$ cat config.mk
export PLATFORM = sky130hd
export DESIGN_NAME = tsr_tristate_path
export DESIGN_NICKNAME = d
export VERILOG_FILES = /design/src/verilog/tsr_pkg.sv /design/src/verilog/tsr_fifo.sv /design/src/verilog/tsr_sdr_reg.sv /design/src/verilog/tsr_tristate_path.sv
export SDC_FILE = /design/constraint.sdc
export NUM_CORES = 1
export LEC_CHECK = 0
export BUFFER_PORTS_ARGS = -buffer_cell sky130_fd_sc_hd__clkbuf_2
export CAP_MARGIN = 40
export CORE_MARGIN = 8
export CORE_UTILIZATION = 45
export DETAILED_ROUTE_END_ITERATION = 10
export GPL_TIMING_DRIVEN = 0
export PLACE_DENSITY = 0.76
export SLEW_MARGIN = 40
export SYNTH_ARGS = -nofsm -noshare
export SYNTH_HDL_FRONTEND = slang
export SYNTH_SLANG_ARGS = --single-unit
export TNS_END_PERCENT = 100
$ cat constraint.sdc
create_clock -name i_core_clk -period 3.69 [get_ports i_core_clk]
set_clock_uncertainty 0.15 [all_clocks]
set_input_delay 0 -clock i_core_clk [delete_from_list [all_inputs] [get_ports i_core_clk]]
set_output_delay 0 -clock i_core_clk [all_outputs]
set_load 0.02 [all_outputs]
$ cat src/verilog/tsr_pkg.sv
// tristate register path: shared constants, select codes and reset values
// assumes a single high-speed core clock and a synchronous active-high reset
`default_nettype none

package tsr_pkg;

    // ---------------------------------------------------------------
    // widths and sizes
    // ---------------------------------------------------------------
    localparam int TSR_WORD_W = 4;
    localparam int TSR_FIFO_DEPTH = 4;
    localparam int TSR_CELLS = 4;
    localparam int TSR_SHIFT_REGS = 3;

    // ---------------------------------------------------------------
    // output source select
    // ---------------------------------------------------------------
    localparam logic [1:0] TSR_SRC_BYPASS = 2'h0;
    localparam logic [1:0] TSR_SRC_SDR = 2'h1;
    localparam logic [1:0] TSR_SRC_DDR = 2'h2;
    localparam logic [1:0] TSR_SRC_OPEN_DRAIN = 2'h3;

    // ---------------------------------------------------------------
    // gearing select and cells used per ratio
    // ---------------------------------------------------------------
    localparam logic [1:0] TSR_GEAR_X1 = 2'h0;
    localparam logic [1:0] TSR_GEAR_X2 = 2'h1;
    localparam logic [1:0] TSR_GEAR_X4 = 2'h2;
    localparam logic [1:0] TSR_CNT_X1 = 2'h0;
    localparam logic [1:0] TSR_CNT_X2 = 2'h1;
    localparam logic [1:0] TSR_CNT_X4 = 2'h3;
    localparam logic [3:0] TSR_USED_X1 = 4'h1;
    localparam logic [3:0] TSR_USED_X2 = 4'h3;
    localparam logic [3:0] TSR_USED_X4 = 4'hF;

    // ---------------------------------------------------------------
    // reset values
    // ---------------------------------------------------------------
    localparam logic TSR_RST_TRISTATE = 1'h1;
    localparam logic TSR_RST_TERM = 1'h0;
    localparam logic TSR_RST_BIT = 1'h0;

endpackage : tsr_pkg

`default_nettype wire

$ cat src/verilog/tsr_fifo.sv
// small flip-flop fifo with valid and ready on both sides
// assumes one clock and a synchronous active-high reset
`timescale 1ns/100ps
`default_nettype none

module tsr_fifo #(
    parameter int WIDTH = 4,
    parameter int DEPTH = 4
) (
    // clock and reset
    input wire logic i_core_clk,
    input wire logic i_sys_rst,
    // fill side
    input wire logic i_in_valid,
    input wire logic [WIDTH-1:0] i_in_data,
    output logic o_in_ready,
    // drain side
    output logic o_out_valid,
    output logic [WIDTH-1:0] o_out_data,
    input wire logic i_out_ready
);
    localparam int AW = (DEPTH > 1) ? $clog2(DEPTH) : 1;

    typedef struct packed {
        logic [DEPTH-1:0][WIDTH-1:0] mem;
        logic [AW-1:0] wr_ptr;
        logic [AW-1:0] rd_ptr;
        logic [AW:0] count;
        logic full;
        logic empty;
        logic in_ready;
    } tsr_fifo_state_type;

    tsr_fifo_state_type state_reg;
    tsr_fifo_state_type state_next;
    logic push;
    logic pop;

    always_comb begin
        push = i_in_valid && !state_reg.full;
        pop = i_out_ready && !state_reg.empty;
        state_next = state_reg;
        if (push) begin
            state_next.mem[state_reg.wr_ptr] = i_in_data;
            state_next.wr_ptr = (state_reg.wr_ptr == AW'(DEPTH - 1)) ? '0 : state_reg.wr_ptr + 1'b1;
        end
        if (pop) begin
            state_next.rd_ptr = (state_reg.rd_ptr == AW'(DEPTH - 1)) ? '0 : state_reg.rd_ptr + 1'b1;
        end
        if (push && !pop) begin
            state_next.count = state_reg.count + 1'b1;
        end else if (pop && !push) begin
            state_next.count = state_reg.count - 1'b1;
        end
        state_next.full = (state_next.count == (AW+1)'(DEPTH));
        state_next.empty = (state_next.count == '0);
        // ready reflects room at the very edge that takes the word
        state_next.in_ready = !state_next.full;
    end

    always_ff @(posedge i_core_clk) begin
        if (i_sys_rst) begin
            state_reg <= '0;
            state_reg.empty <= 1'b1;
        end else begin
            state_reg <= state_next;
        end
    end

    assign o_in_ready = state_reg.in_ready;
    assign o_out_valid = !state_reg.empty;
    assign o_out_data = state_reg.mem[state_reg.rd_ptr];

endmodule // tsr_fifo

`default_nettype wire

$ cat src/verilog/tsr_sdr_reg.sv
// single-data-rate tristate register with set/reset options
// assumes set/reset controls already passed through the cell control mux
`timescale 1ns/100ps
`default_nettype none

module tsr_sdr_reg (
    // clock and reset
    input wire logic i_core_clk,
    input wire logic i_sys_rst,
    // data
    input wire logic i_d,
    // set/reset options
    input wire logic i_init_set,
    input wire logic i_local_sync,
    input wire logic i_local_mux_out,
    input wire logic i_global_mux_out,
    // result
    output logic o_q
);
    logic async_clr;
    logic async_set;
    logic d_next;
    logic q_lo_reg;
    logic q_hi_reg;

    always_comb begin
        async_clr = i_local_mux_out && !i_local_sync && !i_init_set;
        async_set = i_local_mux_out && !i_local_sync && i_init_set;
        d_next = i_d;
        // sync set/reset
        if (i_sys_rst || i_global_mux_out || (i_local_mux_out && i_local_sync)) begin
            d_next = i_init_set;
        end
    end

    always_ff @(posedge i_core_clk or posedge async_clr) begin
        if (async_clr) begin
            q_lo_reg <= 1'b0;
        end else begin
            q_lo_reg <= d_next;
        end
    end

    always_ff @(posedge i_core_clk or posedge async_set) begin
        if (async_set) begin
            q_hi_reg <= 1'b1;
        end else begin
            q_hi_reg <= d_next;
        end
    end

    assign o_q = i_init_set ? q_hi_reg : q_lo_reg;

endmodule // tsr_sdr_reg

`default_nettype wire

$ cat src/verilog/tsr_tristate_path.sv
// tristate control register path of one programmable i/o cell group
// assumes all inputs synchronous to i_core_clk, the high-speed clock;
// low-speed words arrive through a valid/ready handshake
// ---------------------------------------------------------------
// ---------------------------------------------------------------
`timescale 1ns/100ps
`default_nettype none

module tsr_tristate_path #(
    parameter int WORD_W = 4,
    parameter int FIFO_DEPTH = 4,
    parameter int CELLS = 4
) (
    // clock and reset
    input wire logic i_core_clk,
    input wire logic i_sys_rst,
    // core-side tristate and cell data
    input wire logic i_tristate_in,
    input wire logic i_out_data,
    // source and gearing select
    input wire logic [1:0] i_src_sel,
    input wire logic [1:0] i_gear_sel,
    // set/reset configuration
    input wire logic i_local_set_reset,
    input wire logic i_local_sync,
    input wire logic i_init_set,
    input wire logic i_global_set_reset,
    input wire logic i_global_enable,
    // termination mode
    input wire logic i_mem_term_mode,
    // low-speed parallel words
    input wire logic i_word_valid,
    input wire logic [WORD_W-1:0] i_word,
    output logic o_word_ready,
    // ordinary outputs of cells left free
    input wire logic [CELLS-1:0] i_spare_data,
    output logic [CELLS-1:0] o_spare_out,
    output logic [CELLS-1:0] o_spare_free,
    // towards the i/o buffer
    output logic o_tristate_out,
    output logic o_term_on,
    output logic o_gear_busy
);
    import tsr_pkg::*;

    // ---------------------------------------------------------------
    // state
    // ---------------------------------------------------------------
    typedef struct packed {
        logic tristate_out;
        logic term_on;
        logic gear_bit;
        logic [TSR_SHIFT_REGS-1:0] shift;
        logic [1:0] cnt;
        logic gear_busy;
        logic [CELLS-1:0] spare_out;
        logic [CELLS-1:0] spare_free;
    } tsr_state_type;

    tsr_state_type state_reg;
    tsr_state_type state_next;

    logic local_set_reset_mux_out;
    logic global_set_reset_mux_out;
    logic sdr_q;
    logic fifo_valid;
    logic [WORD_W-1:0] fifo_data;
    logic fifo_in_ready;
    logic pop;
    logic [1:0] ratio_cnt;
    logic [CELLS-1:0] used_mask;
    logic src_bit;

    // ---------------------------------------------------------------
    // cell control mux
    // ---------------------------------------------------------------
    // local reset via control mux
    assign local_set_reset_mux_out = i_local_set_reset;
    assign global_set_reset_mux_out = i_global_set_reset && i_global_enable;

    // ---------------------------------------------------------------
    // single-data-rate register
    // ---------------------------------------------------------------
    tsr_sdr_reg u_sdr (
        .i_core_clk(i_core_clk),
        .i_sys_rst(i_sys_rst),
        .i_d(i_tristate_in),
        .i_init_set(i_init_set),
        .i_local_sync(i_local_sync),
        .i_local_mux_out(local_set_reset_mux_out),
        .i_global_mux_out(global_set_reset_mux_out),
        .o_q(sdr_q)
    );

    // ---------------------------------------------------------------
    // word buffer from the slow side
    // ---------------------------------------------------------------
    // slow-side handover
    tsr_fifo #(
        .WIDTH(WORD_W),
        .DEPTH(FIFO_DEPTH)
    ) u_fifo (
        .i_core_clk(i_core_clk),
        .i_sys_rst(i_sys_rst),
        .i_in_valid(i_word_valid),
        .i_in_data(i_word),
        .o_in_ready(fifo_in_ready),
        .o_out_valid(fifo_valid),
        .o_out_data(fifo_data),
        .i_out_ready(pop)
    );

    // ---------------------------------------------------------------
    // gearing decode
    // ---------------------------------------------------------------
    // cells per ratio
    always_comb begin
        if (i_gear_sel == TSR_GEAR_X4) begin
            ratio_cnt = TSR_CNT_X4;
            used_mask = CELLS'(TSR_USED_X4);
        end else if (i_gear_sel == TSR_GEAR_X2) begin
            ratio_cnt = TSR_CNT_X2;
            used_mask = CELLS'(TSR_USED_X2);
        end else begin
            ratio_cnt = TSR_CNT_X1;
            used_mask = CELLS'(TSR_USED_X1);
        end
    end

    assign pop = (state_reg.cnt == 2'h0) && fifo_valid;

    // ---------------------------------------------------------------
    // next state
    // ---------------------------------------------------------------
    always_comb begin
        state_next = state_reg;
        if (state_reg.cnt != 2'h0) begin
            state_next.gear_bit = state_reg.shift[0];
            state_next.shift = {1'b0, state_reg.shift[TSR_SHIFT_REGS-1:1]};
            state_next.cnt = state_reg.cnt - 2'h1;
        end else if (pop) begin
            state_next.gear_bit = fifo_data[0];
            state_next.shift = fifo_data[TSR_SHIFT_REGS:1];
            state_next.cnt = ratio_cnt;
        end
        state_next.gear_busy = (state_next.cnt != 2'h0);
        if (i_src_sel == TSR_SRC_BYPASS) begin
            src_bit = i_tristate_in;
        end else if (i_src_sel == TSR_SRC_SDR) begin
            src_bit = sdr_q;
        end else if (i_src_sel == TSR_SRC_DDR) begin
            src_bit = state_next.gear_bit;
        end else begin
            src_bit = i_out_data;
        end
        state_next.tristate_out = src_bit;
        state_next.term_on = i_mem_term_mode && src_bit;
        state_next.spare_free = ~used_mask;
        state_next.spare_out = i_spare_data & ~used_mask;
    end

    always_ff @(posedge i_core_clk) begin
        if (i_sys_rst) begin
            state_reg <= '0;
            state_reg.tristate_out <= TSR_RST_TRISTATE;
            state_reg.term_on <= TSR_RST_TERM;
            state_reg.gear_bit <= TSR_RST_BIT;
        end else begin
            state_reg <= state_next;
        end
    end

    assign o_tristate_out = state_reg.tristate_out;
    assign o_term_on = state_reg.term_on;
    assign o_gear_busy = state_reg.gear_busy;
    assign o_word_ready = fifo_in_ready;
    assign o_spare_out = state_reg.spare_out;
    assign o_spare_free = state_reg.spare_free;
endmodule // tsr_tristate_path

`default_nettype wire

### Yosys cells after proc, flatten, opt, wreduce, memory -nomap -nowiden

Cells that the tools add are included.

* bits in registers: 45
* output and inout port bits: 12
* logic and storage cells: 86

* $add $sub $neg: 5
* magnitude comparators: 3
* equal/unequal tests: 7
* muxes and demuxes: 20
* bitwise operators: 2
* reduce and logical (&&, ||, !) cells: 28

Operator list (count)
* $bwmux W16: 1
* $logic_and A1 B1 Y1: 12
* $mux W4: 3
* $mux W6: 2
* $bmux W4 S2: 1
* $demux W4 S2: 1
* $eq A2 B2 Y1 const B: 4
* $mux W2: 4
* $logic_not A1 Y1: 7
* $lt A2 B3 Y1 const B: 2
* $mux W1: 6
* $mux W3: 2
* $reduce_bool A2 Y1: 3
* $add A2 B1 Y2 const B: 2
* $and A4 B4 Y4: 1
* $eq A2 B1 Y1 const B: 2
* $logic_not A2 Y1: 2
* $not A4 Y4: 1
* $add A3 B1 Y3 const B: 1
* $eq A3 B3 Y1 const B: 1
* $logic_not A3 Y1: 1
* $sub A3 B1 Y3 const B: 1
* $ge A2 B1 Y1 const B: 1
* $logic_or A1 B1 Y1: 2
* 2 further kinds: 2

### Depth between registers and ports, before layout

* word-level depth: 9
* depth in mapped cells: 6
* mapped depth without buffers: 6

### By module

From an unflattened synthesis, not the netlist that was laid out.

* cell total of the unflattened synthesis: 218
* area total of the unflattened synthesis: 1979.4 µm²

Modules (own cells, without submodules)
* tsr_fifo: times used 1, cells an instance 147, area an instance 1253.7 µm²
* tsr_tristate_path: times used 1, cells an instance 64, area an instance 623.1 µm²
* tsr_sdr_reg: times used 1, cells an instance 7, area an instance 102.6 µm²

### Least setup slack after synthesis

No wires, ideal clock.

* path kind: reg-to-reg
* start point: register u_fifo.state_reg[3] in the netlist's numbering
* end point: register u_fifo.state_reg, in the netlist u_fifo.o_in_ready
* library setup time: 0.122 ns
* arrival: 1.514 ns
* required time: 3.418 ns
* slack: 1.904 ns
* cell stages (with the launch flop): 6
* path buffers: 0
* clock period less this slack: 1.786 ns
* path through: dfxtp_1 inv_1 ha_1 nor4_1 a2111oi_2 a311o_1

* longest elaborated chain between the ends: 5
* elaborated cells between the ends (all ways): 6
* classes of those cells: add/sub: 2; eq/ne: 1; mux: 2; reduce/logical: 1

Ends and longest elaborated chain
* start: declaration: line tsr_fifo.sv:34 `tsr_fifo_state_type state_reg;`
* start signal: assignment: line tsr_fifo.sv:66 `state_reg <= state_next;`
* $sub A3 B1 Y3: line tsr_fifo.sv:53 `state_next.count = state_reg.count - 1'b1;`
* $mux W3: line tsr_fifo.sv:52 `end else if (pop && !push) begin`
* $mux W3 *: line tsr_fifo.sv:50 `if (push && !pop) begin`
* $eq A3 B3 Y1 *: line tsr_fifo.sv:55 `state_next.full = (state_next.count == (AW+1)'(DEPTH));`
* $logic_not A1 Y1 *: line tsr_fifo.sv:58 `state_next.in_ready = !state_next.full;`

Mark *: on every way between the ends. The rest lies on a longest branch, timed or not.
A chain may end at the register's enable or synchronous reset.

### Worst setup path after layout

* start point: register state_reg[9] in the netlist's numbering
* end point: register state_reg, in the netlist o_term_on

* longest elaborated chain between the ends: 8
* elaborated cells between the ends (all ways): 9
* classes of those cells: mux: 5; reduce/logical: 4

Ends and longest elaborated chain
* start: declaration: line tsr_tristate_path.sv:60 `tsr_state_type state_reg;`
* start signal: assignment: line tsr_tristate_path.sv:169 `state_reg <= state_next;`
* $logic_not A2 Y1: line tsr_tristate_path.sv:130 `assign pop = (state_reg.cnt == 2'h0) && fifo_valid;`
* $logic_and A1 B1 Y1: line tsr_tristate_path.sv:130
* $mux W6: line tsr_tristate_path.sv:141 `end else if (pop) begin`
* $mux W6 *: line tsr_tristate_path.sv:137 `if (state_reg.cnt != 2'h0) begin`
* $mux W1 *: line tsr_tristate_path.sv:151 `end else if (i_src_sel == TSR_SRC_DDR) begin`
* $mux W1 *: line tsr_tristate_path.sv:149 `end else if (i_src_sel == TSR_SRC_SDR) begin`
* $mux W1 *: line tsr_tristate_path.sv:147 `if (i_src_sel == TSR_SRC_BYPASS) begin`
* $logic_and A1 B1 Y1 *: line tsr_tristate_path.sv:157 `state_next.term_on = i_mem_term_mode && src_bit;`

Mark *: on every way between the ends. The rest lies on a longest branch, timed or not. The select of a mux whose other input is x is not followed.

==> metrics.txt <==
# TYPE chip_impl_metric gauge
chip_impl_metric{name="placementRows",unit=""} 24
chip_impl_metric{name="place.gp.congestion",unit=""} 0.820
chip_impl_metric{name="power.density",unit="nW/um2"} 549
chip_impl_metric{name="xor_xnor_share_of_the_synthesized_area",unit=""} 0.00899
chip_impl_metric{name="drtPass1Iterations",unit=""} 4
chip_impl_metric{name="whs",unit="ns"} 0.0148
chip_impl_metric{name="fin_tns_setup",unit="ns"} 0
chip_impl_metric{name="synth-seq-area-share",unit=""} 0.437
chip_impl_info{name="timing.rr.end",value="o_term_on"} 1
chip_impl_info{name="largest_family_of_logic_cells_by_synthesized_area",value="simple AND/OR/NAND/NOR gates"} 1
chip_impl_metric{name="hold_violations",unit=""} 0
chip_impl_metric{name="postSynthRegisterBits",unit=""} 42
chip_impl_metric{name="cts_bufs_inserted",unit=""} 5
chip_impl_metric{name="worst_slack_setup_final",unit="ns"} 1.56
chip_impl_metric{name="cells_on_worst_reg2reg_path",unit=""} 6
chip_impl_metric{name="postSynth.asyncResetShare",unit=""} 0.0476
chip_impl_info{name="holdCritPathClass",value="in2reg"} 1
chip_impl_info{name="worstHoldStart",value="i_gear_sel[0]"} 1
chip_impl_metric{name="start_util",unit=""} 0.457
chip_impl_metric{name="arrival_time_at_the_worst_endpoint",unit="ns"} 2.16
chip_impl_metric{name="detailroute.via_count",unit=""} 1640
chip_impl_info{name="post_synth_most_frequent_cells",value="dfxtp_1 (40), nand2_1 (28), a21oi_1 (26)"} 1
chip_impl_info{name="cts-root-buf",value="clkbuf_8"} 1
chip_impl_metric{name="synth-simple-area-share",unit=""} 0.233
chip_impl_metric{name="clock_sinks",unit=""} 42
chip_impl_metric{name="largest_register_ffs",unit=""} 25
chip_impl_metric{name="maxSlewViolCount",unit=""} 0
chip_impl_metric{name="finalNonFillerCells",unit=""} 326
chip_impl_info{name="tritoncts",value="done"} 1
chip_impl_metric{name="required",unit="ns"} 3.72
chip_impl_metric{name="drt-wirelength-per-cell",unit="um"} 13.2
chip_impl_metric{name="postSynthCellCount",unit=""} 214
chip_impl_metric{name="final_layout_size_suffix_gt1_frac",unit=""} 0.226
chip_impl_info{name="ys_top_cells_by_area",value="dfxtp_1 (41%), a21oi_1 (6.7%), nand2_1 (5.4%), ha_1 (5.1%), nand3_1 (4.6%)"} 1
chip_impl_metric{name="yosys.area_share.adder",unit=""} 0.0513
chip_impl_metric{name="total_i_o_pin_count",unit=""} 35
chip_impl_metric{name="clk_latency",unit="ns"} 0.30
chip_impl_info{name="synthMostInstantiatedCell",value="dfxtp_1"} 1
chip_impl_metric{name="grt_first_pass_wirelength",unit="mm"} 7.27
chip_impl_metric{name="port_buffers",unit=""} 30
chip_impl_metric{name="fin_crit",unit="ns"} 2.13
chip_impl_metric{name="grtUsageTotal",unit=""} 0.141
chip_impl_metric{name="clock_path_buffers",unit=""} 2
chip_impl_info{name="worstSetupPathType",value="reg2reg"} 1
chip_impl_metric{name="synthToLayoutAreaGrowth",unit="%"} 27.7
chip_impl_metric{name="yosysUniqueCellTypes",unit=""} 43
chip_impl_metric{name="fp.coreArea",unit="um2"} 4260
chip_impl_metric{name="synth_compound_gate_area_share",unit=""} 0.120
chip_impl_info{name="synth_top_cell_by_area",value="dfxtp_1"} 1
chip_impl_metric{name="vdd.ir_drop.worst",unit="V"} 0.000257
chip_impl_metric{name="post_synthesis_area_per_instance",unit="um2"} 9.11
chip_impl_metric{name="place_worst_setup_slack",unit="ns"} 1.80
chip_impl_metric{name="synth_largest_type_area_fraction",unit=""} 0.411
chip_impl_metric{name="die_area",unit="um2"} 6690
chip_impl_metric{name="layout_worst_path_cycle_share",unit=""} 0.578
chip_impl_metric{name="setup_violations",unit=""} 0
chip_impl_metric{name="totalWireLength",unit="mm"} 4.31
chip_impl_metric{name="synth-edff-count",unit=""} 0
chip_impl_metric{name="critical_path_peak_fanout",unit=""} 8
chip_impl_metric{name="post_cts_buffers",unit=""} 0
chip_impl_metric{name="die_w",unit="um"} 81.8
chip_impl_metric{name="detailed_place_hpwl",unit="mm"} 2.97
chip_impl_metric{name="placed_cells_incl_taps",unit=""} 297
chip_impl_metric{name="h-tree-depth",unit=""} 2
chip_impl_metric{name="worst-r2r-setup-slack",unit="ns"} 1.56
chip_impl_metric{name="first_iter_violations",unit=""} 56
chip_impl_metric{name="drc",unit=""} 0
chip_impl_metric{name="clk_transition_reported_paths",unit="ns"} 0.08
chip_impl_metric{name="viasPerCell",unit=""} 5.03
chip_impl_info{name="postSynth.topFlopCell",value="dfxtp_1"} 1
chip_impl_metric{name="yosys_warnings",unit=""} 0
chip_impl_metric{name="max_clock_freq",unit="MHz"} 469
chip_impl_info{name="worst_hold_end",value="o_spare_free[1]"} 1
chip_impl_info{name="critPathLaunchType",value="flip-flop"} 1
chip_impl_info{name="status",value="completed"} 1
chip_impl_metric{name="antenna_cells",unit=""} 0
chip_impl_info{name="critical_path.endpoint_type",value="flip-flop"} 1
chip_impl_metric{name="antenna_found_initial",unit=""} 0
chip_impl_metric{name="die-height",unit="um"} 81.8
chip_impl_metric{name="drtAntennaViolNets",unit=""} 0
chip_impl_metric{name="holdPathStages",unit=""} 4
chip_impl_info{name="startpoint_of_the_lowest_slack_register_to_register_path",value="state_reg[9]"} 1
chip_impl_metric{name="nNetsFinal",unit=""} 304
chip_impl_metric{name="grt_pass1_vias",unit=""} 1642
chip_impl_metric{name="grt-ovfl-total",unit=""} 0
chip_impl_metric{name="p_leak",unit="nW"} 1.03
chip_impl_metric{name="grt_start_max_net_pins",unit=""} 14
chip_impl_metric{name="mux_cell_area_share_after_synthesis",unit=""} 0.0725
chip_impl_metric{name="drv.max_cap_violation_count",unit=""} 0
chip_impl_info{name="rsz0062_at_grt",value="no"} 1
chip_impl_metric{name="netlist_area",unit="um2"} 1950
-- cell type report --
type | instances | area (um2)
inverters | 5 | 18.8
flip-flops and latches | 42 | 852
well taps | 52 | 65.1
repair buffers | 51 | 360
clock buffers | 6 | 72.6
plain buffers | 21 | 128
clock inverters | 2 | 37.5
multi-input cells | 147 | 955
fillers | 391 | 1780
-- where the power goes --
| group | internal [mW] | switching (mW) |
|---|---|---|
| Sequential | 0.521 | 0.0384 |
| Combinational | 0.200 | 0.241 |
| Clock | 0.202 | 0.164 |
-- metrics by stage --
step                 util  area, um2  power [mW]
floorplan               -       1950       0.897
global placement    0.509       2170       0.979
detailed placement  0.509       2170       0.991
CTS                 0.584       2490        1.37
global route        0.584       2490        1.45
finish              0.584       2490        1.37
-- routing by layer --
metal,GRT usage,part of all wire,routed length [um]
met1,0.157,0.41,1780
met2,0.240,0.50,2150
met3,0.0481,0.065,281
met4,0.0579,0.022,93
met5,0,0,0
-- how the worst max path moves through the flow --
stage                         to           startpoint  slack [ns]
3_3_place_gp   u_fifo.o_in_ready  u_fifo.state_reg[3]        1.78
2_1_floorplan  u_fifo.o_in_ready  u_fifo.state_reg[3]        1.90
4_1_cts                o_term_on         state_reg[9]        1.55
3_5_place_dp   u_fifo.o_in_ready  u_fifo.state_reg[3]        1.80
6_report               o_term_on         state_reg[9]        1.56
5_1_grt                o_term_on         state_reg[9]        1.47
-- layout by cell type (no fill, tap or decap), types with 8 or more instances in the layout --
| cell | n |
|---|---|
| ha_1 | 8 |
| clkbuf_1 | 8 |
| dfxtp_1 | 40 |
| clkbuf_2 | 30 |
| a21oi_1 | 26 |
| dlygate4sd3_1 | 21 |
| buf_4 | 8 |
| nand3_1 | 18 |
| nand2_1 | 28 |
| nor2_1 | 14 |
-- worst max-delay path: stages, from the launching register on --
cell and delay, ns:
dfxtp_1 0.30, buf_2 0.16, o21a_1 0.20, o311a_1 0.32, dlygate4sd3_1 0.55, nor3_1 0.25, nor3b_1 0.07
-- logic make-up (layout without fill, tap and decap cells) --
family,count (synthesis),after routing
adder cells (fa/ha/maj),8,8
flip-flops,42,42
AND/OR/NAND/NOR,88,88
other,1,2
buffers and inverters,26,85
multiplexers,9,9
AO/OA/AOI/OAI,38,38
XOR/XNOR,2,2
-- repair_timing --
item | CTS | global route
endpoints found under the setup margin | 0 | 0
endpoints found under the hold margin | 28 | 0
hold buffers | 21 | 0
gates resized for setup | 0 | 0
(Power assumes the default switching activity.)
